**config.mk**
```make
export PLATFORM = sky130hd
export DESIGN_NAME = dlcr_regs
export DESIGN_NICKNAME = d
export VERILOG_FILES = /design/src/dlcr_pkg.sv /design/src/dlcr_regs.sv
export VERILOG_INCLUDE_DIRS = /design/src
export SDC_FILE = /design/constraint.sdc
export NUM_CORES = 1
export LEC_CHECK = 0
export ABC_CLOCK_PERIOD_IN_PS = 2200
export BUFFER_PORTS_ARGS = -buffer_cell sky130_fd_sc_hd__clkbuf_2
export CAP_MARGIN = 20
export CORE_MARGIN = 2
export CORE_UTILIZATION = 49
export CTS_CLUSTER_SIZE = 40
export DETAILED_ROUTE_END_ITERATION = 8
export GPL_TIMING_DRIVEN = 0
export PLACE_DENSITY_LB_ADDON = 0.08
export SYNTH_ARGS = -nofsm -noshare
export SYNTH_HDL_FRONTEND = slang
export SYNTH_SLANG_ARGS = --single-unit
```
**constraint.sdc**
```tcl
create_clock -name clk_sys -period 2.2 [get_ports clk_sys]
set_input_delay 0.44 -clock clk_sys [delete_from_list [all_inputs] [get_ports clk_sys]]
set_output_delay 0.44 -clock clk_sys [all_outputs]
set_load 0.05 [all_outputs]
```
**src/dlcr_params.svh**
```systemverilog
`ifndef DLCR_PARAMS_SVH
`define DLCR_PARAMS_SVH

// Register offsets on the serial control bus
`define DLCR_ADDR_GEN_CFG_ONE 8'h03
`define DLCR_ADDR_WDOG_CTRL 8'h04
`define DLCR_ADDR_BUS_CTRL_ONE 8'h05

// Reset values
`define DLCR_RST_GEN_CFG_ONE 8'hF0
`define DLCR_RST_WDOG_TIMEOUT 7'h7F
`define DLCR_RST_WDOG_OFF 1'h0
`define DLCR_RST_BUS_CTRL_ONE 8'h1E

// Field positions, general configuration one
`define DLCR_BIT_CHECK_GEN_OFF 6
`define DLCR_BIT_IDLE_PULL 5
`define DLCR_BIT_SYNC_FILTER 4
`define DLCR_BIT_PASS_DECODED 3
`define DLCR_BIT_AUTO_ACK 2
`define DLCR_BIT_COLOUR_MASK 1

// Field positions, watchdog control
`define DLCR_WDOG_TIMEOUT_HI 7
`define DLCR_WDOG_TIMEOUT_LO 1
`define DLCR_BIT_WDOG_OFF 0

// Field positions, serial bus control one
`define DLCR_BIT_PASS_ALL 7
`define DLCR_SDA_HOLD_HI 6
`define DLCR_SDA_HOLD_LO 4
`define DLCR_GLITCH_HI 3
`define DLCR_GLITCH_LO 0

// Timing
`define DLCR_CLK_NS 50
`define DLCR_TIMEOUT_UNIT_MS 2
`define DLCR_TIMEOUT_UNIT_CYC ((`DLCR_TIMEOUT_UNIT_MS * 1000000) / `DLCR_CLK_NS)
`define DLCR_SYNC_MIN_PCLK 2

`endif

```
**src/dlcr_pkg.sv**
```systemverilog
package dlcr_pkg;

typedef struct packed {
    logic wr;       // Write strobe, one cycle
    logic rd;       // Read strobe, one cycle
    logic [7:0] addr;
    logic [7:0] wdata;
} dlcr_bus_req_t;

typedef struct packed {
    logic valid;    // Read data valid pulse
    logic hit;      // Address mapped
    logic [7:0] rdata;
} dlcr_bus_rsp_t;

typedef struct packed {
    logic pixel_valid;
    logic line_sync;
    logic frame_sync;
} dlcr_sync_t;

typedef struct packed {
    logic check_gen_on;
    logic idle_pull_low;
    logic pass_decoded;
    logic pass_all;
    logic auto_ack;
    logic colour_mask;
    logic [2:0] sda_hold_steps;
    logic [3:0] glitch_steps;
} dlcr_cfg_t;

endpackage

```
**src/dlcr_regs.sv**
```systemverilog
// Functional notes
// - Bit 6 of general config one: 0 enables back-link check generator, 1 disables; resets 1.
// - Bit 5 selects idle input pull: 1 pulls low, 0 pulls high; resets 1.
// - Bit 4 set rejects sync/valid pulses shorter than two pixel clocks.
// - Bit 3 set forwards local transactions whose address decodes to remote target.
// - Bit 2 set acknowledges incoming writes regardless of forward link lock.
// - Bit 1 masks colour by pixel_valid; protected serializer forces this masking whatever bit 1 holds.
// - Watchdog bits 7:1 give timeout in 2 ms steps; reset 0x7F.
// - Enabled watchdog ends any link transaction exceeding the programmed timeout.
// - Watchdog bit 0: 1 disables, 0 enables; resets 0.
// - Bus control bit 7 set forwards every local transaction regardless of decode.
// - Bits 6:4 set internal SDA hold in 50 ns steps; reset 0x1.
// - Bits 3:0 set widest rejected SCL/SDA glitch in 5 ns steps; reset 0xE.
`timescale 1ns/100ps
`default_nettype none
`include "dlcr_params.svh"

module dlcr_regs #(
    parameter int unsigned TIMEOUT_UNIT_CYC = `DLCR_TIMEOUT_UNIT_CYC
) (
    input wire logic clk_sys,                        // 20 MHz device clock
    input wire logic sys_rst,                        // Synchronous reset, high
    input wire dlcr_pkg::dlcr_bus_req_t bus_req,     // Register access request
    output var dlcr_pkg::dlcr_bus_rsp_t bus_rsp,     // Register read answer
    input wire logic pclk_en,                        // Pixel clock enable pulse
    input wire dlcr_pkg::dlcr_sync_t sync_in,        // Raw sync inputs from pins
    output var dlcr_pkg::dlcr_sync_t sync_out,       // Filtered sync outputs
    input wire logic [23:0] colour_in,               // Colour data, pixel rate
    input wire logic peer_protected,                 // Serializer has content protection
    output logic [23:0] colour_out,                  // Colour data after masking
    input wire logic txn_addr_decoded,               // Address matches remote target
    output logic txn_forward,                        // Forward current transaction
    input wire logic link_locked,                    // Forward link lock state
    output logic write_ack_ok,                       // Acknowledge incoming writes
    input wire logic link_txn_active,                // Link transaction in progress
    output logic link_txn_abort,                     // Watchdog end pulse
    output var dlcr_pkg::dlcr_cfg_t cfg              // Decoded configuration
);
    import dlcr_pkg::*;

    logic [7:0] general_config_one;
    logic [7:0] link_watchdog_control;
    logic [7:0] serial_bus_control_one;
    dlcr_sync_t sync_s1;
    dlcr_sync_t sync_s2;
    dlcr_sync_t sync_prev;
    logic [1:0] run_cnt [3];
    logic peer_s1;
    logic peer_s2;
    logic lock_s1;
    logic lock_s2;
    logic [31:0] unit_cnt;
    logic [6:0] step_cnt;
    logic [6:0] link_txn_timeout;
    logic link_txn_timeout_off;
    logic backlink_check_gen_off;
    logic idle_input_pull_select;
    logic colour_mask_by_valid;

    function automatic logic [7:0] read_mux(input logic [7:0] a);
        case (a)
            `DLCR_ADDR_GEN_CFG_ONE: read_mux = general_config_one;
            `DLCR_ADDR_WDOG_CTRL: read_mux = link_watchdog_control;
            `DLCR_ADDR_BUS_CTRL_ONE: read_mux = serial_bus_control_one;
            default: read_mux = 8'h00;
        endcase
    endfunction

    function automatic logic is_mapped(input logic [7:0] a);
        is_mapped = (a == `DLCR_ADDR_GEN_CFG_ONE) || (a == `DLCR_ADDR_WDOG_CTRL) ||
            (a == `DLCR_ADDR_BUS_CTRL_ONE);
    endfunction

    assign backlink_check_gen_off = general_config_one[`DLCR_BIT_CHECK_GEN_OFF];
    assign idle_input_pull_select = general_config_one[`DLCR_BIT_IDLE_PULL];
    assign colour_mask_by_valid = general_config_one[`DLCR_BIT_COLOUR_MASK];
    assign link_txn_timeout = link_watchdog_control[`DLCR_WDOG_TIMEOUT_HI:`DLCR_WDOG_TIMEOUT_LO];
    assign link_txn_timeout_off = link_watchdog_control[`DLCR_BIT_WDOG_OFF];

    // Register writes; reserved bits hold what was written
    always_ff @(posedge clk_sys) begin
        if (sys_rst) begin
            general_config_one <= `DLCR_RST_GEN_CFG_ONE;
            link_watchdog_control <= {`DLCR_RST_WDOG_TIMEOUT, `DLCR_RST_WDOG_OFF};
            serial_bus_control_one <= `DLCR_RST_BUS_CTRL_ONE;
        end else if (bus_req.wr) begin
            case (bus_req.addr)
                `DLCR_ADDR_GEN_CFG_ONE: general_config_one <= bus_req.wdata;
                `DLCR_ADDR_WDOG_CTRL: link_watchdog_control <= bus_req.wdata;
                `DLCR_ADDR_BUS_CTRL_ONE: serial_bus_control_one <= bus_req.wdata;
                default: ;
            endcase
        end
    end

    // Read answer; reads change no state
    always_ff @(posedge clk_sys) begin
        if (sys_rst) begin
            bus_rsp <= '0;
        end else begin
            bus_rsp.valid <= bus_req.rd;
            bus_rsp.hit <= bus_req.rd && is_mapped(bus_req.addr);
            bus_rsp.rdata <= bus_req.rd ? read_mux(bus_req.addr) : 8'h00;
        end
    end

    // Pin synchronisers
    always_ff @(posedge clk_sys) begin
        if (sys_rst) begin
            sync_s1 <= '0;
            sync_s2 <= '0;
            peer_s1 <= 1'b0;
            peer_s2 <= 1'b0;
            lock_s1 <= 1'b0;
            lock_s2 <= 1'b0;
        end else begin
            sync_s1 <= sync_in;
            sync_s2 <= sync_s1;
            peer_s1 <= peer_protected;
            peer_s2 <= peer_s1;
            lock_s1 <= link_locked;
            lock_s2 <= lock_s1;
        end
    end

    // Sync filter: a level must hold two pixel clocks before it is passed
    always_ff @(posedge clk_sys) begin
        if (sys_rst) begin
            sync_prev <= '0;
            sync_out <= '0;
            for (int i = 0; i < 3; i++) begin
                run_cnt[i] <= 2'h0;
            end
        end else if (pclk_en) begin
            sync_prev <= sync_s2;
            for (int i = 0; i < 3; i++) begin
                if (!general_config_one[`DLCR_BIT_SYNC_FILTER]) begin
                    sync_out[i] <= sync_s2[i];
                    run_cnt[i] <= 2'h0;
                end else if (sync_s2[i] != sync_prev[i]) begin
                    run_cnt[i] <= 2'h1;
                end else if (run_cnt[i] < 2'(`DLCR_SYNC_MIN_PCLK)) begin
                    run_cnt[i] <= run_cnt[i] + 2'h1;
                    if (run_cnt[i] + 2'h1 == 2'(`DLCR_SYNC_MIN_PCLK)) begin
                        sync_out[i] <= sync_s2[i];
                    end
                end
            end
        end
    end

    // Colour masking and forwarding / acknowledge decisions
    always_ff @(posedge clk_sys) begin
        if (sys_rst) begin
            colour_out <= 24'h000000;
            txn_forward <= 1'b0;
            write_ack_ok <= 1'b0;
        end else begin
            if ((colour_mask_by_valid || peer_s2) && !sync_out.pixel_valid) begin
                colour_out <= 24'h000000;
            end else begin
                colour_out <= colour_in;
            end
            txn_forward <= serial_bus_control_one[`DLCR_BIT_PASS_ALL] ||
                (general_config_one[`DLCR_BIT_PASS_DECODED] && txn_addr_decoded);
            write_ack_ok <= general_config_one[`DLCR_BIT_AUTO_ACK] || lock_s2;
        end
    end

    // Link transaction watchdog
    always_ff @(posedge clk_sys) begin
        if (sys_rst) begin
            unit_cnt <= 32'h0;
            step_cnt <= 7'h0;
            link_txn_abort <= 1'b0;
        end else begin
            link_txn_abort <= 1'b0;
            if (link_txn_timeout_off || !link_txn_active) begin
                unit_cnt <= 32'h0;
                step_cnt <= 7'h0;
            end else if (unit_cnt == TIMEOUT_UNIT_CYC - 1) begin
                unit_cnt <= 32'h0;
                if (step_cnt + 7'h1 >= link_txn_timeout) begin
                    link_txn_abort <= 1'b1;
                    step_cnt <= 7'h0;
                end else begin
                    step_cnt <= step_cnt + 7'h1;
                end
            end else begin
                unit_cnt <= unit_cnt + 32'h1;
            end
        end
    end

    // Configuration outputs
    always_ff @(posedge clk_sys) begin
        if (sys_rst) begin
            cfg <= '0;
        end else begin
            cfg.check_gen_on <= !backlink_check_gen_off;
            cfg.idle_pull_low <= idle_input_pull_select;
            cfg.pass_decoded <= general_config_one[`DLCR_BIT_PASS_DECODED];
            cfg.pass_all <= serial_bus_control_one[`DLCR_BIT_PASS_ALL];
            cfg.auto_ack <= general_config_one[`DLCR_BIT_AUTO_ACK];
            cfg.colour_mask <= colour_mask_by_valid || peer_s2;
            cfg.sda_hold_steps <= serial_bus_control_one[`DLCR_SDA_HOLD_HI:`DLCR_SDA_HOLD_LO];
            cfg.glitch_steps <= serial_bus_control_one[`DLCR_GLITCH_HI:`DLCR_GLITCH_LO];
        end
    end

endmodule
`default_nettype wire

```
==> flow_results.xml <==
<?xml version="1.0" encoding="UTF-8"?>
<metrics>
  <group name="run_status">
    <metric name="run_status" unit="">finished clean</metric>
  </group>
  <group name="yosys">
    <metric name="netlist_instances" unit="">551</metric>
    <metric name="synth.avg_cell_area" unit="um^2">9.61</metric>
    <metric name="netlist_area" unit="um^2">5300</metric>
    <metric name="ys_warn_count" unit="">0</metric>
    <metric name="synthDominantAreaCellType" unit="">sky130_fd_sc_hd__dfxtp_1</metric>
    <metric name="yosys.area_share.xor_xnor" unit="%">6.28</metric>
    <metric name="synth_top_family_by_area" unit="">simple AND/OR/NAND/NOR gates</metric>
    <metric name="synth_mux_area_share" unit="%">2.27</metric>
    <metric name="netlist_top_cells_area" unit="">sky130_fd_sc_hd__dfxtp_1, sky130_fd_sc_hd__nor2_1, sky130_fd_sc_hd__xor2_1</metric>
    <metric name="postSynthNetCount" unit="">615</metric>
    <metric name="yosysSeqAreaShare" unit="%">52.2</metric>
    <metric name="arithmetic_cell_share_of_the_synthesized_area_counting_full_adders_half_adders_and_majority_gates" unit="%">2.83</metric>
    <metric name="synthSimpleGateAreaFrac" unit="%">24.5</metric>
    <metric name="synth.distinct_cells" unit="">45</metric>
    <metric name="synth-compound-area-share" unit="%">7.68</metric>
    <metric name="synth_seq_cells" unit="">135</metric>
    <metric name="synth.top_cell.area_share" unit="%">48.8</metric>
  </group>
  <group name="place">
    <metric name="pre_cts_slack" unit="ns">-0.170</metric>
    <metric name="place.gp.congestion" unit="">0.859</metric>
    <metric name="placed_cells" unit="">791</metric>
    <metric name="placement.cell_area" unit="um^2">5990</metric>
    <metric name="buffer_ports.inserted" unit="">104</metric>
    <metric name="dp.final_hpwl" unit="um">8400</metric>
  </group>
  <group name="layout">
    <metric name="antenna_cells_inserted" unit="">0</metric>
    <metric name="commonest_non_fill_non_tap_cell_in_the_layout" unit="">sky130_fd_sc_hd__dfxtp_1</metric>
    <metric name="combined_area_of_the_multi_input_logic_cells" unit="um^2">2340</metric>
    <metric name="nFillCells" unit="">850</metric>
    <metric name="final_util" unit="%">64.3</metric>
    <metric name="share_of_post_route_cells_with_drive_strength_above_1" unit="%">24.0</metric>
    <metric name="final_cell_area" unit="um^2">6700</metric>
    <metric name="area_delta_synth_final" unit="%">26.5</metric>
    <metric name="layout_net_count" unit="">742</metric>
    <metric name="finish.cell_count_without_fillers" unit="">827</metric>
    <metric name="mostFrequentLayoutCells" unit="">sky130_fd_sc_hd__dfxtp_1, sky130_fd_sc_hd__clkbuf_2, sky130_fd_sc_hd__nor2_1</metric>
    <metric name="area.sequential" unit="um^2">2770</metric>
  </group>
  <group name="clock_tree">
    <metric name="clk_path_buf_depth" unit="">2</metric>
    <metric name="cts.hold.buffers_added" unit="">0</metric>
    <metric name="cts_made_buffers" unit="">17</metric>
    <metric name="cts_root_buffer" unit="">sky130_fd_sc_hd__clkbuf_8</metric>
    <metric name="cts_tree" unit="">yes</metric>
    <metric name="cts.reportedPaths.clkPinSlew" unit="ns">0.06</metric>
    <metric name="clkSinkCount" unit="">135</metric>
    <metric name="htree_num_levels" unit="">4</metric>
    <metric name="clock_insertion_delay_worst_skew" unit="ns">0.52</metric>
  </group>
  <group name="global_route">
    <metric name="grt_antenna_before_repair" unit="">0</metric>
    <metric name="grtUsageTotal" unit="%">21.0</metric>
    <metric name="globalRoute.totalOverflow" unit="">0</metric>
    <metric name="grt_max_degree" unit="">17</metric>
    <metric name="first_global_vias" unit="">4017</metric>
    <metric name="first_pass_grt_wire_length" unit="um">19100</metric>
  </group>
  <group name="timing">
    <metric name="timing.clock.skew" unit="ns">0.00628</metric>
    <metric name="slew-limit-headroom" unit="%">51.4</metric>
    <metric name="rsz0062_at_grt" unit="">true</metric>
    <metric name="post-route-period-util" unit="%">93.4</metric>
    <metric name="finalSetupTns" unit="ns">0</metric>
    <metric name="setup_violations" unit="">0</metric>
    <metric name="hold_slack" unit="ns">0.117</metric>
    <metric name="final.min_clock_period" unit="ns">2.05</metric>
    <metric name="fmax" unit="MHz">487</metric>
    <metric name="timing.final.hold_violations" unit="">0</metric>
    <metric name="final-max-slew-violation-count" unit="">0</metric>
    <metric name="post-route-worst-setup-slack" unit="ns">0.146</metric>
    <metric name="worstMarginPinSlew" unit="ns">0.726</metric>
  </group>
  <group name="routing">
    <metric name="drtAntennaViolNets" unit="">0</metric>
    <metric name="detail_route.vias_per_cell" unit="">5.07</metric>
    <metric name="remaining_drc_errors" unit="">0</metric>
    <metric name="vias" unit="">4194</metric>
    <metric name="detail_route.wl_per_cell" unit="um">14.2</metric>
    <metric name="route.final.wire_length" unit="um">11700</metric>
    <metric name="detailedRoute.firstIterationViolations" unit="">199</metric>
    <metric name="firstDrtPassIters" unit="">5</metric>
  </group>
  <group name="min_path">
    <metric name="min_delay_path_depth" unit="">2</metric>
    <metric name="hold_class" unit="">in -&gt; reg</metric>
  </group>
  <group name="floorplanning">
    <metric name="overall_die_height" unit="um">108</metric>
    <metric name="die_x" unit="um">108</metric>
    <metric name="design.portCount" unit="">105</metric>
    <metric name="die_area" unit="um^2">11700</metric>
    <metric name="core-area" unit="um^2">10400</metric>
    <metric name="initial_standard_cell_utilization_of_the_core" unit="%">50.8</metric>
    <metric name="fp-row-count" unit="">37</metric>
  </group>
  <group name="power_and_ir_drop">
    <metric name="power-per-cell-area" unit="nW/um^2">878</metric>
    <metric name="power.ir.vdd_worst" unit="uV">494</metric>
    <metric name="leakagePower" unit="nW">2.89</metric>
    <metric name="power.total" unit="mW">5.88</metric>
  </group>
  <group name="critical_path">
    <metric name="worstReg2RegEnd" unit="">step_cnt[2]</metric>
    <metric name="critPathRequiredTime" unit="ns">2.65</metric>
    <metric name="worstSetupEndpointType" unit="">register</metric>
    <metric name="worst_r2r_path_depth" unit="">11</metric>
    <metric name="arrival" unit="ns">2.50</metric>
    <metric name="crit_end" unit="">step_cnt[2]</metric>
    <metric name="timing.reg2reg.setup_slack" unit="ns">0.15</metric>
    <metric name="timing.critical_path.fanout_max" unit="">7</metric>
    <metric name="r2r-start" unit="">step_cnt[0]</metric>
    <metric name="worstSetupStartpointType" unit="">register</metric>
    <metric name="worst_setup_path_startpoint" unit="">step_cnt[0]</metric>
    <metric name="worstSetupPathType" unit="">reg -&gt; reg</metric>
  </group>
  <group name="job">
    <metric name="max_cap_viol_count" unit="">0</metric>
  </group>
</metrics>
[logic make-up (layout without fill, tap and decap cells)]
family                   count (synthesis)  count (layout)
AND/OR/NAND/NOR                        250             250
flip-flops                             135             135
AO/OA/AOI/OAI                           57              57
buffers and inverters                   47             187
XOR/XNOR                                38              38
adder cells (fa/ha/maj)                 12              12
multiplexers                            12              12
[flip-flops by register name, indices dropped and copies added, names as in the netlist]
name                    cells
unit_cnt                   32
colour_out                 24
cfg                        13
bus_rsp                    10
general_config_one          8
link_watchdog_control       8
serial_bus_control_one      8
step_cnt                    7
run_cnt                     6
sync_out                    3
sync_prev                   3
sync_s1                     3
sync_s2                     3
link_txn_abort              1
lock_s1                     1
lock_s2                     1
peer_s1                     1
peer_s2                     1
txn_forward                 1
write_ack_ok                1
[cell usage after synthesis]
cell	number
sky130_fd_sc_hd__dfxtp_1	129
sky130_fd_sc_hd__nor2_1	91
sky130_fd_sc_hd__nand2_1	28
sky130_fd_sc_hd__xor2_1	28
sky130_fd_sc_hd__and2_1	26
sky130_fd_sc_hd__nor2b_1	26
sky130_fd_sc_hd__nand3_1	24
sky130_fd_sc_hd__inv_1	23
sky130_fd_sc_hd__nand4_1	16
sky130_fd_sc_hd__a211o_1	15
sky130_fd_sc_hd__a21oi_1	14
sky130_fd_sc_hd__clkbuf_1	13
sky130_fd_sc_hd__ha_1	12
sky130_fd_sc_hd__mux2i_1	12
sky130_fd_sc_hd__xnor2_1	10
sky130_fd_sc_hd__a22o_1	8
sky130_fd_sc_hd__a22oi_1	8
sky130_fd_sc_hd__nor4_1	8
sky130_fd_sc_hd__edfxtp_1	6
sky130_fd_sc_hd__o21ai_0	6
sky130_fd_sc_hd__and3_1	5
sky130_fd_sc_hd__nand2b_1	4
sky130_fd_sc_hd__and4_1	3
sky130_fd_sc_hd__buf_4	3
sky130_fd_sc_hd__buf_6	3
sky130_fd_sc_hd__o31ai_1	3
sky130_fd_sc_hd__buf_1	2
sky130_fd_sc_hd__buf_2	2
sky130_fd_sc_hd__nand3b_1	2
sky130_fd_sc_hd__nor3_1	2
sky130_fd_sc_hd__nor3_2	2
sky130_fd_sc_hd__nor4_2	2
sky130_fd_sc_hd__nor4b_1	2
sky130_fd_sc_hd__or3_1	2
sky130_fd_sc_hd__a211oi_1	1
sky130_fd_sc_hd__a21o_1	1
sky130_fd_sc_hd__and2b_1	1
sky130_fd_sc_hd__and4b_1	1
sky130_fd_sc_hd__buf_12	1
sky130_fd_sc_hd__nand4_2	1
sky130_fd_sc_hd__nand4b_1	1
sky130_fd_sc_hd__nor2_4	1
sky130_fd_sc_hd__o211ai_1	1
sky130_fd_sc_hd__or3b_2	1
sky130_fd_sc_hd__or4_4	1
[metal layers]
layer	vias up	GRT usage, %	share of wire, %
li1	2125	-	-
met1	1950	27.6	46
met2	104	33.6	46
met3	15	5.12	6.0
met4	0	7.60	1.5
met5	-	0	0
[worst max-delay path, stage by stage, from the launching register on]
cell and delay (ns):
sky130_fd_sc_hd__dfxtp_4 0.37, sky130_fd_sc_hd__ha_4 0.16, sky130_fd_sc_hd__nand3_2 0.10, sky130_fd_sc_hd__nor2_2 0.12
sky130_fd_sc_hd__xor2_1 0.19, sky130_fd_sc_hd__ha_1 0.28, sky130_fd_sc_hd__nand2_1 0.12, sky130_fd_sc_hd__nor2_1 0.08
sky130_fd_sc_hd__a21oi_2 0.18, sky130_fd_sc_hd__buf_6 0.15, sky130_fd_sc_hd__nand4b_1 0.10, sky130_fd_sc_hd__a21oi_1 0.14
[power breakdown]
group          internal (mW)  switching (mW)  leakage [nW]
logic                  0.115           0.243          1.46
clock network           1.91            1.06         0.311
registers               2.52          0.0257          1.12
[how the worst min path moves through the flow]
| stage | end | slack (ns) | startpoint |
|---|---|---|---|
| final | colour_out[17] | 0.12 | colour_in[17] |
| after detailed placement | write_ack_ok | 0.42 | lock_s2 |
| after floorplan | write_ack_ok | 0.41 | lock_s2 |
| after global routing | txn_forward | 0.11 | txn_addr_decoded |
| after global placement | lock_s2 | 0.42 | lock_s1 |
| after CTS | colour_out[14] | 0.10 | colour_in[14] |
[final cells by class]
cell class              count  share of cell area [%]
flip-flops and latches    135                    41.3
multi-input cells         369                    35.0
repair buffers            108                    8.27
clock buffers              18                    6.55
clock inverters            14                    2.91
well taps                 136                    2.54
plain buffers              24                    2.13
inverters                  23                    1.29
[timing repair]
action	4_1_cts	5_1_grt
pin swaps	0	6
setup endpoints to repair	8	38
buffers inserted	2	2
gates resized for setup	5	8
No activity file was read; power rests on OpenSTA's default activity.
